==> config.mk <==
export PLATFORM = sky130hd
export DESIGN_NAME = rtcp_ctrl
export DESIGN_NICKNAME = d
export VERILOG_FILES = /design/src/pkg/rtcp_pkg.sv /design/src/hdl/rtcp_ctrl.sv /design/src/hdl/rtcp_prescaler.sv
export SDC_FILE = /design/constraint.sdc
export NUM_CORES = 1
export LEC_CHECK = 0
export BUFFER_PORTS_ARGS = -buffer_cell sky130_fd_sc_hd__buf_4
export CAP_MARGIN = 10
export CORE_MARGIN = 2
export CORE_UTILIZATION = 50
export CTS_CLUSTER_SIZE = 30
export DETAILED_ROUTE_END_ITERATION = 10
export PLACE_DENSITY = 0.84
export REMOVE_ABC_BUFFERS = 1
export SYNTH_ARGS = -nofsm -noshare
export SYNTH_HDL_FRONTEND = slang
export SYNTH_SLANG_ARGS = --single-unit
==> constraint.sdc <==
create_clock -name aclk -period 2.2 [get_ports aclk]
set_input_delay 0 -clock aclk [delete_from_list [all_inputs] [get_ports aclk]]
set_output_delay 0 -clock aclk [all_outputs]
set_load 0.01 [all_outputs]
==> src/pkg/rtcp_pkg.sv <==
package rtcp_pkg;
    // ------------------------------------------------------------
    // Register byte offsets
    // ------------------------------------------------------------
    localparam logic [7:0] OFS_SEC = 8'h00;
    localparam logic [7:0] OFS_MIN = 8'h04;
    localparam logic [7:0] OFS_HOUR = 8'h08;
    localparam logic [7:0] OFS_DATE = 8'h0C;
    localparam logic [7:0] OFS_DAY = 8'h10;
    localparam logic [7:0] OFS_PAGE = 8'h1C;
    localparam logic [7:0] OFS_RESET = 8'h20;
    localparam logic [7:0] OFS_STAT = 8'h24;
    localparam logic [7:0] OFS_MASK = 8'h28;

    // ------------------------------------------------------------
    // Field positions
    // ------------------------------------------------------------
    localparam int PG_IRQ_EN = 7;
    localparam int PG_ADJUST = 4;
    localparam int PG_RUN = 3;
    localparam int PG_ALARM = 2;
    localparam int PG_SEL = 0;
    localparam int RS_DIS1 = 7;
    localparam int RS_DIS16 = 6;
    localparam int RS_CLR = 5;
    localparam int RS_AINIT = 4;
    localparam int ST_SRC = 0;
    localparam int ST_ADJ = 1;
    localparam int ST_CLR = 2;

    // ------------------------------------------------------------
    // Reset and init values
    // ------------------------------------------------------------
    localparam logic [2:0] RS_FILL_RST = 3'h7;
    localparam logic [7:0] AL_MIN_INIT = 8'h00;
    localparam logic [7:0] AL_HOUR_INIT = 8'h00;
    localparam logic [7:0] AL_DATE_INIT = 8'h01;
    localparam logic [2:0] AL_DAY_INIT = 3'h0;
    localparam logic [7:0] SEC_ADJ_HALF = 8'h30;
    localparam logic [7:0] BCD_59 = 8'h59;
    localparam logic [1:0] RESP_OKAY = 2'b00;
    localparam logic [1:0] RESP_SLVERR = 2'b10;

    // ------------------------------------------------------------
    // Timing
    // ------------------------------------------------------------
    localparam int LS_CLK_HZ = 32768;
    localparam int TICK_1HZ_DIV = LS_CLK_HZ / 1;
    localparam int TICK_16HZ_DIV = LS_CLK_HZ / 16;
endpackage

==> src/hdl/rtcp_ctrl.sv <==
// The register addresses and the AXI4-Lite register port were decided locally.
`timescale 1ns/1ps
// Summary of operation
// - Prescaler divides low-speed clock to 1 Hz.
// - Adjust request waits for next seconds count-up.
// - Adjust at 0-29 seconds clears seconds only.
// - Adjust at 30-59 bumps minutes, clears seconds.
// - Adjust bit reads pending; writing zero ignored.
// - Counter clear request sampled on low-speed clock.
// - Counter clear bit reads one until done.
// - Alarm init loads 00 min, 00 h, 01, Sunday.
// - Rate disables and alarm enable choose interrupt source.
// - Page select steers shared addresses to alarm bank.
// - Run disable stops counting; prescaler keeps going.
module rtcp_ctrl
    import rtcp_pkg::*;
#(
    parameter int DIV = TICK_1HZ_DIV,
    parameter int SUB = TICK_16HZ_DIV
) (
    // Clock and reset
    input logic aclk,
    input logic aresetn,
    // AXI4-Lite write
    input logic [7:0] s_axi_awaddr,
    input logic s_axi_awvalid,
    output logic s_axi_awready,
    input logic [31:0] s_axi_wdata,
    input logic [3:0] s_axi_wstrb,
    input logic s_axi_wvalid,
    output logic s_axi_wready,
    output logic [1:0] s_axi_bresp,
    output logic s_axi_bvalid,
    input logic s_axi_bready,
    // AXI4-Lite read
    input logic [7:0] s_axi_araddr,
    input logic s_axi_arvalid,
    output logic s_axi_arready,
    output logic [31:0] s_axi_rdata,
    output logic [1:0] s_axi_rresp,
    output logic s_axi_rvalid,
    input logic s_axi_rready,
    // Low-speed clock level, sampled on aclk
    input logic low_speed_clk,
    // Rest of calendar
    input logic [7:0] cur_hour,
    input logic [7:0] cur_date,
    input logic [2:0] cur_day,
    output logic minute_carry,
    // Events
    output logic rtc_interrupt,
    output logic irq
);
    typedef struct packed {
        logic aw_full;
        logic [7:0] aw_addr;
        logic w_full;
        logic [7:0] w_data;
        logic w_en;
        logic bvalid;
        logic [1:0] bresp;
        logic rvalid;
        logic [31:0] rdata;
        logic [1:0] rresp;
        logic ls_prev;
        logic irq_enable;
        logic adjust_pend;
        logic clock_run_enable;
        logic alarm_enable;
        logic page_sel;
        logic one_hz_disable;
        logic sixteen_hz_disable;
        logic clr_pend;
        logic [2:0] fill;
        logic [7:0] sec;
        logic [7:0] min;
        logic [7:0] al_min;
        logic [7:0] al_hour;
        logic [7:0] al_date;
        logic [2:0] al_day;
        logic [2:0] status;
        logic [2:0] mask;
        logic carry;
        logic src_pulse;
    } rtcp_st_t;

    // Edge history starts high: a pin already high at release gives no false tick
    localparam rtcp_st_t ST_RST = '{ls_prev: 1'b1, one_hz_disable: 1'b1, sixteen_hz_disable: 1'b1,
                                     fill: RS_FILL_RST, default: '0};

    rtcp_st_t r_reg;
    rtcp_st_t r_next;
    logic fs_tick;
    logic tick_1hz;
    logic tick_16hz;
    logic pre_clear;

    // ------------------------------------------------------------
    // Helpers
    // ------------------------------------------------------------
    function automatic logic [7:0] bcd_inc(input logic [7:0] v);
        if (v == BCD_59) begin
            bcd_inc = 8'h00;
        end else if (v[3:0] == 4'h9) begin
            bcd_inc = {4'(v[7:4] + 4'h1), 4'h0};
        end else begin
            bcd_inc = {v[7:4], 4'(v[3:0] + 4'h1)};
        end
    endfunction

    function automatic logic mapped(input logic [7:0] a);
        mapped = (a == OFS_SEC) || (a == OFS_MIN) || (a == OFS_HOUR) || (a == OFS_DATE) ||
                 (a == OFS_DAY) || (a == OFS_PAGE) || (a == OFS_RESET) || (a == OFS_STAT) ||
                 (a == OFS_MASK);
    endfunction

    // ------------------------------------------------------------
    // Second prescaler
    // ------------------------------------------------------------
    // Edge detect is safe without a synchroniser: input taken as synchronous
    assign fs_tick = low_speed_clk & ~r_reg.ls_prev;
    assign pre_clear = fs_tick & r_reg.clr_pend;

    rtcp_prescaler #(
        .DIV(DIV),
        .SUB(SUB)
    ) u_pre (
        .aclk(aclk),
        .aresetn(aresetn),
        .fs_tick(fs_tick),
        .clear(pre_clear),
        .tick_1hz(tick_1hz),
        .tick_16hz(tick_16hz)
    );

    assign s_axi_awready = ~r_reg.aw_full & ~r_reg.bvalid;
    assign s_axi_wready = ~r_reg.w_full & ~r_reg.bvalid;
    assign s_axi_arready = ~r_reg.rvalid;

    // ------------------------------------------------------------
    // Next state
    // ------------------------------------------------------------
    always_comb begin
        logic [2:0] ev;
        logic [2:0] w1c;
        logic alarm_hit;
        logic src;
        logic wr;
        logic [7:0] wd;
        ev = '0;
        w1c = '0;
        alarm_hit = 1'b0;
        src = 1'b0;
        wr = 1'b0;
        wd = r_reg.w_data;
        r_next = r_reg;
        r_next.ls_prev = low_speed_clk;
        r_next.carry = 1'b0;
        r_next.src_pulse = 1'b0;

        // Calendar counting, halted by run disable only
        if (tick_1hz && r_reg.clock_run_enable) begin
            if (r_reg.adjust_pend) begin
                r_next.adjust_pend = 1'b0;
                ev[ST_ADJ] = 1'b1;
                r_next.sec = 8'h00;
                if (r_reg.sec >= SEC_ADJ_HALF) begin
                    r_next.min = bcd_inc(r_reg.min);
                    r_next.carry = (r_reg.min == BCD_59);
                end
            end else begin
                r_next.sec = bcd_inc(r_reg.sec);
                if (r_reg.sec == BCD_59) begin
                    r_next.min = bcd_inc(r_reg.min);
                    r_next.carry = (r_reg.min == BCD_59);
                end
            end
            alarm_hit = (r_reg.sec == 8'h00) && (r_reg.min == r_reg.al_min) &&
                        (cur_hour == r_reg.al_hour) && (cur_date == r_reg.al_date) &&
                        (cur_day == r_reg.al_day) && r_reg.page_sel;
        end

        // Counter clear waits for a low-speed edge
        if (pre_clear) begin
            r_next.sec = 8'h00;
            r_next.clr_pend = 1'b0;
            ev[ST_CLR] = 1'b1;
        end

        // Source select
        case ({r_reg.one_hz_disable, r_reg.sixteen_hz_disable, r_reg.alarm_enable})
            3'b111: src = alarm_hit;
            3'b010: src = tick_1hz;
            3'b100: src = tick_16hz;
            default: src = 1'b0;
        endcase
        r_next.src_pulse = src & r_reg.irq_enable;
        ev[ST_SRC] = r_next.src_pulse;

        // Write channel, address and data in either order
        if (s_axi_awvalid && s_axi_awready) begin
            r_next.aw_full = 1'b1;
            r_next.aw_addr = s_axi_awaddr;
        end
        if (s_axi_wvalid && s_axi_wready) begin
            r_next.w_full = 1'b1;
            r_next.w_data = s_axi_wdata[7:0];
            r_next.w_en = s_axi_wstrb[0];
        end
        if (r_reg.aw_full && r_reg.w_full && !r_reg.bvalid) begin
            r_next.aw_full = 1'b0;
            r_next.w_full = 1'b0;
            r_next.bvalid = 1'b1;
            r_next.bresp = mapped(r_reg.aw_addr) ? RESP_OKAY : RESP_SLVERR;
            wr = r_reg.w_en;
        end
        if (r_reg.bvalid && s_axi_bready) begin
            r_next.bvalid = 1'b0;
        end

        // Register writes; pending bits only ever set from software
        if (wr) begin
            case (r_reg.aw_addr)
                OFS_MIN: begin
                    if (r_reg.page_sel) begin
                        r_next.al_min = wd;
                    end else begin
                        r_next.min = wd;
                    end
                end
                OFS_HOUR: if (r_reg.page_sel) r_next.al_hour = wd;
                OFS_DATE: if (r_reg.page_sel) r_next.al_date = wd;
                OFS_DAY: if (r_reg.page_sel) r_next.al_day = wd[2:0];
                OFS_PAGE: begin
                    r_next.irq_enable = wd[PG_IRQ_EN];
                    r_next.adjust_pend = r_next.adjust_pend | wd[PG_ADJUST];
                    r_next.clock_run_enable = wd[PG_RUN];
                    r_next.alarm_enable = wd[PG_ALARM];
                    r_next.page_sel = wd[PG_SEL];
                end
                OFS_RESET: begin
                    r_next.one_hz_disable = wd[RS_DIS1];
                    r_next.sixteen_hz_disable = wd[RS_DIS16];
                    r_next.clr_pend = r_next.clr_pend | wd[RS_CLR];
                    r_next.fill = wd[2:0];
                    if (wd[RS_AINIT]) begin
                        r_next.al_min = AL_MIN_INIT;
                        r_next.al_hour = AL_HOUR_INIT;
                        r_next.al_date = AL_DATE_INIT;
                        r_next.al_day = AL_DAY_INIT;
                    end
                end
                OFS_STAT: w1c = wd[2:0];
                OFS_MASK: r_next.mask = wd[2:0];
                default: ;
            endcase
        end

        // Sticky status, a new event beats a same-cycle clear
        r_next.status = (r_reg.status & ~w1c) | ev;

        // Read channel, answer one cycle after the address
        if (s_axi_arvalid && s_axi_arready) begin
            r_next.rvalid = 1'b1;
            r_next.rresp = mapped(s_axi_araddr) ? RESP_OKAY : RESP_SLVERR;
            r_next.rdata = 32'h0000_0000;
            case (s_axi_araddr)
                OFS_SEC: r_next.rdata[7:0] = r_reg.page_sel ? 8'h00 : r_reg.sec;
                OFS_MIN: r_next.rdata[7:0] = r_reg.page_sel ? r_reg.al_min : r_reg.min;
                OFS_HOUR: r_next.rdata[7:0] = r_reg.page_sel ? r_reg.al_hour : cur_hour;
                OFS_DATE: r_next.rdata[7:0] = r_reg.page_sel ? r_reg.al_date : cur_date;
                OFS_DAY: r_next.rdata[2:0] = r_reg.page_sel ? r_reg.al_day : cur_day;
                OFS_PAGE: r_next.rdata[7:0] = {r_reg.irq_enable, 2'b00, r_reg.adjust_pend,
                                               r_reg.clock_run_enable, r_reg.alarm_enable,
                                               1'b0, r_reg.page_sel};
                OFS_RESET: r_next.rdata[7:0] = {r_reg.one_hz_disable, r_reg.sixteen_hz_disable,
                                                r_reg.clr_pend, 1'b0, 1'b0, r_reg.fill};
                OFS_STAT: r_next.rdata[2:0] = r_reg.status;
                OFS_MASK: r_next.rdata[2:0] = r_reg.mask;
                default: r_next.rdata = 32'h0000_0000;
            endcase
        end else if (r_reg.rvalid && s_axi_rready) begin
            r_next.rvalid = 1'b0;
        end
    end

    // ------------------------------------------------------------
    // State register
    // ------------------------------------------------------------
    always_ff @(posedge aclk) begin
        if (!aresetn) begin
            r_reg <= ST_RST;
        end else begin
            r_reg <= r_next;
        end
    end

    assign s_axi_bvalid = r_reg.bvalid;
    assign s_axi_bresp = r_reg.bresp;
    assign s_axi_rvalid = r_reg.rvalid;
    assign s_axi_rdata = r_reg.rdata;
    assign s_axi_rresp = r_reg.rresp;
    assign minute_carry = r_reg.carry;
    assign rtc_interrupt = r_reg.src_pulse;
    assign irq = |(r_reg.status & r_reg.mask);
endmodule

==> src/hdl/rtcp_prescaler.sv <==
`timescale 1ns/1ps
module rtcp_prescaler
    import rtcp_pkg::*;
#(
    parameter int DIV = TICK_1HZ_DIV,
    parameter int SUB = TICK_16HZ_DIV
) (
    // Clock and reset
    input logic aclk,
    input logic aresetn,
    // Low-speed enable and control
    input logic fs_tick,
    input logic clear,
    // Rate ticks
    output logic tick_1hz,
    output logic tick_16hz
);
    localparam int CW = $clog2(DIV);
    localparam int SW = $clog2(SUB);

    typedef struct packed {
        logic [CW-1:0] cnt;
        logic t1;
        logic t16;
    } rtcp_pre_t;

    rtcp_pre_t r_reg;
    rtcp_pre_t r_next;

    // ------------------------------------------------------------
    // Free-running divider, only a clear request restarts it
    // ------------------------------------------------------------
    always_comb begin
        r_next = r_reg;
        r_next.t1 = 1'b0;
        r_next.t16 = 1'b0;
        if (fs_tick) begin
            if (clear) begin
                r_next.cnt = '0;
            end else begin
                r_next.t1 = (r_reg.cnt == CW'(DIV - 1));
                r_next.t16 = (r_reg.cnt[SW-1:0] == SW'(SUB - 1));
                r_next.cnt = r_next.t1 ? '0 : CW'(r_reg.cnt + 1'b1);
            end
        end
    end

    always_ff @(posedge aclk) begin
        if (!aresetn) begin
            r_reg <= '0;
        end else begin
            r_reg <= r_next;
        end
    end

    assign tick_1hz = r_reg.t1;
    assign tick_16hz = r_reg.t16;
endmodule

==> results of run 1 <==
==> worst max-delay path, stage by stage (launching register included) <==
cell and delay (ps):
dfxtp_1 360, inv_1 100, ha_1 150, nor2b_1 200, o21ai_1 150, a2111oi_4 380
or4b_1 480, a31oi_1 190
==> timing repair <==
action                                  4_1_cts  5_1_grt
hold buffers                                 21        0
endpoints found under the setup margin        0        1
gates resized for setup                       0        1
endpoints found under the hold margin        20        0
==> cell usage after synthesis, types with 7 or more instances <==
cell type | number | area, um2
nand4_1 | 13 | 81.3
xnor2_1 | 39 | 342
a21oi_1 | 18 | 90.1
o21ai_0 | 30 | 150
a21boi_0 | 22 | 165
dfxtp_1 | 111 | 2220
and3_1 | 8 | 50.1
mux2i_1 | 60 | 601
buf_4 | 36 | 270
mux2_2 | 7 | 78.8
nor2_1 | 52 | 195
clkbuf_1 | 24 | 90.1
nand2_1 | 95 | 357
ha_1 | 11 | 138
nand2b_1 | 8 | 50.1
nand3_1 | 20 | 100
inv_1 | 19 | 71.3
a31oi_1 | 10 | 62.6
a22oi_1 | 11 | 82.6
and2_1 | 7 | 43.8
nor2b_1 | 22 | 138
==> through the flow <==
stage               power [uW]  std cells
floorplan                 2320        683
global placement          2530        940
detailed placement        2530        940
CTS                       4110        976
global route              4250        976
finish                    4090        976
==> power groups by stage <==
stage | combinational, uW | sequential (uW) | clock (uW)
after global placement | 385 | 2140 | 0
after CTS | 423 | 2090 | 1600
final | 429 | 2100 | 1570
after floorplan | 192 | 2130 | 0
after detailed placement | 391 | 2140 | 0
after global routing | 470 | 2100 | 1680
==> cells by family after synthesis <==
family | after synthesis | synth area share
muxes | 67 | 0.108
adders and majority gates | 11 | 0.0219
buffers and inverters | 87 | 0.0743
xor gates and xnor gates | 43 | 0.0599
other | 1 | 0.000597
AOI/OAI and AO/OA | 134 | 0.158
DFF | 111 | 0.354
and+or+nand+nor | 272 | 0.224
==> worst paths after layout <==
check | depth (start not counted) | endpoint
worst min register to register | 2 | u_pre.r_reg[3]$_SDFFE_PN0P_
worst max-delay path | 7 | r_reg[42]$_SDFF_PN0_
worst max register to register | 7 | r_reg[42]$_SDFF_PN0_
worst min-delay path | 4 | s_axi_rdata[5]$_SDFFE_PN0P_
==> final cells by class <==
cell class	count	area share
repair buffers	110	0.121
multi-input cells	553	0.501
well taps	168	0.0285
flip-flops and latches	111	0.302
inverters	19	0.00968
clock buffers	12	0.0348
clock inverters	3	0.00357
==> layer usage <==
layer,vias to the layer above,part of all wire,GRT usage
met3,42,0.093,0.0602
met5,-,0,0
met1,2625,0.43,0.301
li1,2648,-,-
met4,0,0.025,0.0794
met2,242,0.46,0.389
==> flow_summary.yaml, run 1 <==
pwr:
  switching_share: 0.247
  ir_drop_v: 0.000336
  p_leak_uw: 0.00265
  p_per_area_nw_per_um2: 555
  power.share.clock: 0.383
  power.switching_uw: 1010
  power.internal_uw: 3080
  seq_power_share: 0.512
  p_comb_frac: 0.105
global_route:
  grt_usage: 0.235
  grt_pass1_vias: 5176
  grt_max_degree: 82
  grt-ovfl-total: 0
  antenna_found_initial: 0
  grt_pass1_wl_um: 24700
clock_tree:
  cts_inserted_buffers: 9
  insertion_delay_ps: 360
  clkTransAtPathRegs_ps: 80
  cts_max_level: 3
  cts_tree: "built"
  postCtsSetupBuffers: 0
  cts_root_buf: "clkbuf_16"
  clock-sinks: 111
  cts_buffer_depth: 2
die:
  io_pins: 123
  rows: 40
  start_util: 0.517
  design.core.area_um2: 12200
  die_x_um: 116
  die_area_um2: 13500
  die_h_um: 116
worst_setup_path:
  cp_max_fo: 5
  crit_type: "register to register"
  cp-startpoint: "r_reg[48]$_SDFFE_PP0P_"
  startpoint_type: "register"
  endpoint_kind: "register"
  reg2reg_setup_slack_ps: 130
  cp.arrival_ps: 2350
  r2r_start: "r_reg[48]$_SDFFE_PP0P_"
  crit_required_ps: 2490
drt:
  drc: 0
  drt_first_iter_violations: 469
  firstDrtPassIters: 7
  ant_nets: 0
  wire_per_inst_um: 16.1
  vias_per_cell: 5.69
  vias: 5557
  wirelength_um: 15700
sta:
  slew_viol_final: 0
  final-hold-violation-count: 0
  setup_violations: 0
  slew_headroom: 0.515
  post-route-period-util: 0.940
  whs_ps: 97.2
  rsz0062_at_grt: "no"
  fin_ws_ps: 132
  clock-skew-final_ps: 15.3
  setup_tns_ps: 0
  max_freq_ghz: 0.484
  worst_slew_pin_slew_ps: 727
  fin_crit_ps: 2070
min_path:
  min_from: "cur_date[5]"
  holdCritPathClass: "primary input to register"
final_layout:
  layout_commonest_cell: "dfxtp_1"
  drive_gt1_frac: 0.165
  fin_util: 0.606
  layout.nets: 894
  layout_common_cells: "111 x dfxtp_1, 95 x nand2_1, 88 x buf_4, 60 x mux2i_1, 52 x nor2_1"
  num_antenna_cells: 0
  fin_area_um2: 7370
  regArea_um2: 2220
  largest_register_ffs: 80
  synthToLayoutAreaGrowth_pct: 17.2
  num-fill-cells: 1061
  multi_input_area_um2: 3690
synthesis:
  synth.cell_area_um2: 6280
  syn_inst: 726
  ys_ff_latch: 111
  async_flop_share: 0
  synth_edf_count: 0
  synth_ff_type: "dfxtp_1"
  syn_area_per_cell_um2: 8.66
  synth.distinct_cells: 72
  yosysWarnings: 0
  synth-seq-area-share: 0.354
outcome:
  outcome: "finished clean"
place:
  dp_hpwl_um: 11500
  placed_cell_area_um2: 6870
  io_buffers: 69
  pre_cts_ws_ps: 121
  gp_congestion: 0.954
flow_run:
  cap_violations: 0
Power figures use the tool's default switching activity.
==> run 2: changes to the inputs <==
==> constraint.sdc (replaced) <==
create_clock -name aclk -period 2.2 [get_ports aclk]
set_input_delay 0.33 -clock aclk [delete_from_list [all_inputs] [get_ports aclk]]
set_output_delay 0.33 -clock aclk [all_outputs]
set_load 0.01 [all_outputs]
==> flow_summary.yaml, run 2 (synthesized netlist as in run 1, its figures left out) <==
outcome:
  outcome: "finished clean"
worst_setup_path:
  rr_worst_depth: 5
  path_buf_inv: 0
  endpoint_kind: "register"
  cp_max_fo: 8
  cpLargestDelayFamily: "simple AND/OR/NAND/NOR gates"
  r2r_start: "r_reg[118]$_SDFFE_PN0P_"
  cp-startpoint: "r_reg[118]$_SDFFE_PN0P_"
  crit_type: "register to register"
  startpoint_type: "register"
  slowest_stage: "or4_4"
  cp.arrival_ps: 2290
  crit_required_ps: 2480
  cp.depth: 5
  path_cells: "or4_4 -> nor4b_4 -> nand2_4 -> o21ai_4 -> mux2i_1"
  critPathMaxStageDelay_ps: 560
clock_tree:
  postCtsSetupBuffers: 0
  cts_inserted_buffers: 9
  cts_max_level: 3
  ctsResizeCount: 0
  cts_buffer_depth: 2
  cts_tree: "built"
  clkTransAtPathRegs_ps: 70
  insertion_delay_ps: 360
  holdBufCountCts: 0
  clock-sinks: 111
  cts_root_buf: "clkbuf_16"
place:
  placed_cell_area_um2: 6910
  gp_congestion: 0.909
  dp_hpwl_um: 11600
  io_buffers: 69
  pre_cts_ws_ps: 94.2
sta:
  fin_crit_ps: 2010
  max_freq_ghz: 0.498
  slew_viol_final: 0
  clock-skew-final_ps: 10.4
  worst_slew_pin_slew_ps: 650
  post-route-period-util: 0.912
  rsz0062_at_grt: "no"
  setup_violations: 0
  slew_headroom: 0.567
  fin_ws_ps: 194
  final-hold-violation-count: 0
global_route:
  grt_pass1_vias: 4917
  grt-ovfl-total: 0
  grt_max_degree: 70
  grt_pass1_wl_um: 24400
  antenna_found_initial: 0
  grt_usage: 0.231
pwr:
  p_per_area_nw_per_um2: 567
  ir_drop_v: 0.000363
  p_leak_uw: 0.00259
  p_total_uw: 4090
drt:
  drt_first_iter_violations: 483
  wirelength_um: 15400
  wire_per_inst_um: 16.0
  vias: 5300
  ant_nets: 0
  firstDrtPassIters: 5
  vias_per_cell: 5.52
  drc: 0
min_path:
  holdCritPathClass: "primary input to register"
  min_from: "low_speed_clk"
  hold_path_depth: 2
die:
  die_x_um: 116
  io_pins: 123
  design.core.area_um2: 12200
  die_area_um2: 13500
  start_util: 0.517
  rows: 40
  die_h_um: 116
final_layout:
  num-fill-cells: 1085
  drive_gt1_frac: 0.177
  synthToLayoutAreaGrowth_pct: 14.6
  num_antenna_cells: 0
  fin_util: 0.592
  fin_area_um2: 7200
  layout.nets: 878
  layout_commonest_cell: "dfxtp_1"
  layout_common_cells: "111 x dfxtp_1, 95 x nand2_1, 93 x buf_4, 60 x mux2i_1, 52 x nor2_1"
  largest_register_ffs: 80
flow_run:
  cap_violations: 0
-- run 2: cell count changes in the layout (fill, tap and decap cells not counted) --
cell / before / now
buf_4: 88 / 93
clkbuf_1: 1 / 0
clkbuf_8: 2 / 0
clkinv_2: 0 / 1
clkinv_8: 0 / 1
clkinvlp_4: 0 / 1
dlygate4sd3_1: 21 / 0
inv_8: 0 / 1
-- run 2: worst paths after layout --
| kind | end | slack (ps) |
|---|---|---|
| max reg2reg | r_reg[31]$_SDFFE_PN0P_ | 190 |
| min | r_reg[62]$_SDFF_PN1_ | 180 |
| min reg2reg | s_axi_rdata[2]$_SDFFE_PN0P_ | 480 |
| max | r_reg[31]$_SDFFE_PN0P_ | 190 |
-- run 2: worst register-to-register path: stages (launching register included) --
cell	delay (ps)
dfxtp_1	340
or4_4	560
nor4b_4	470
nand2_4	120
o21ai_4	200
mux2i_1	250
-- run 2: through the flow --
stage	TNS (ps)	hold slack [ps]	cells
5_1_grt	0	190	961
3_3_place_gp	0	454	945
4_1_cts	0	179	961
3_5_place_dp	0	470	945
6_report	0	182	961
2_1_floorplan	-2630	392	683
-- run 2: final cells by class --
type / count / area [um2] / area share
sequential: 111 / 2220 / 0.308
timing repair buffer: 94 / 718 / 0.0997
tap: 168 / 210 / 0.0292
multi-input combinational: 553 / 3690 / 0.512
clock buffer: 9 / 225 / 0.0313
inverter: 19 / 71.3 / 0.00990
clock inverter: 7 / 66.3 / 0.00921
-- run 2: report_power, final --
group          switching (uW)  internal, uW
sequential               51.4          2050
combinational             221           180
clock                     797           793
-- run 2: per-layer routing --
layer,GRT usage,up-vias,share of wire
met5,0,-,0
met1,0.316,2446,0.45
met3,0.0477,25,0.077
met2,0.359,203,0.44
li1,-,2626,-
met4,0.0944,0,0.026
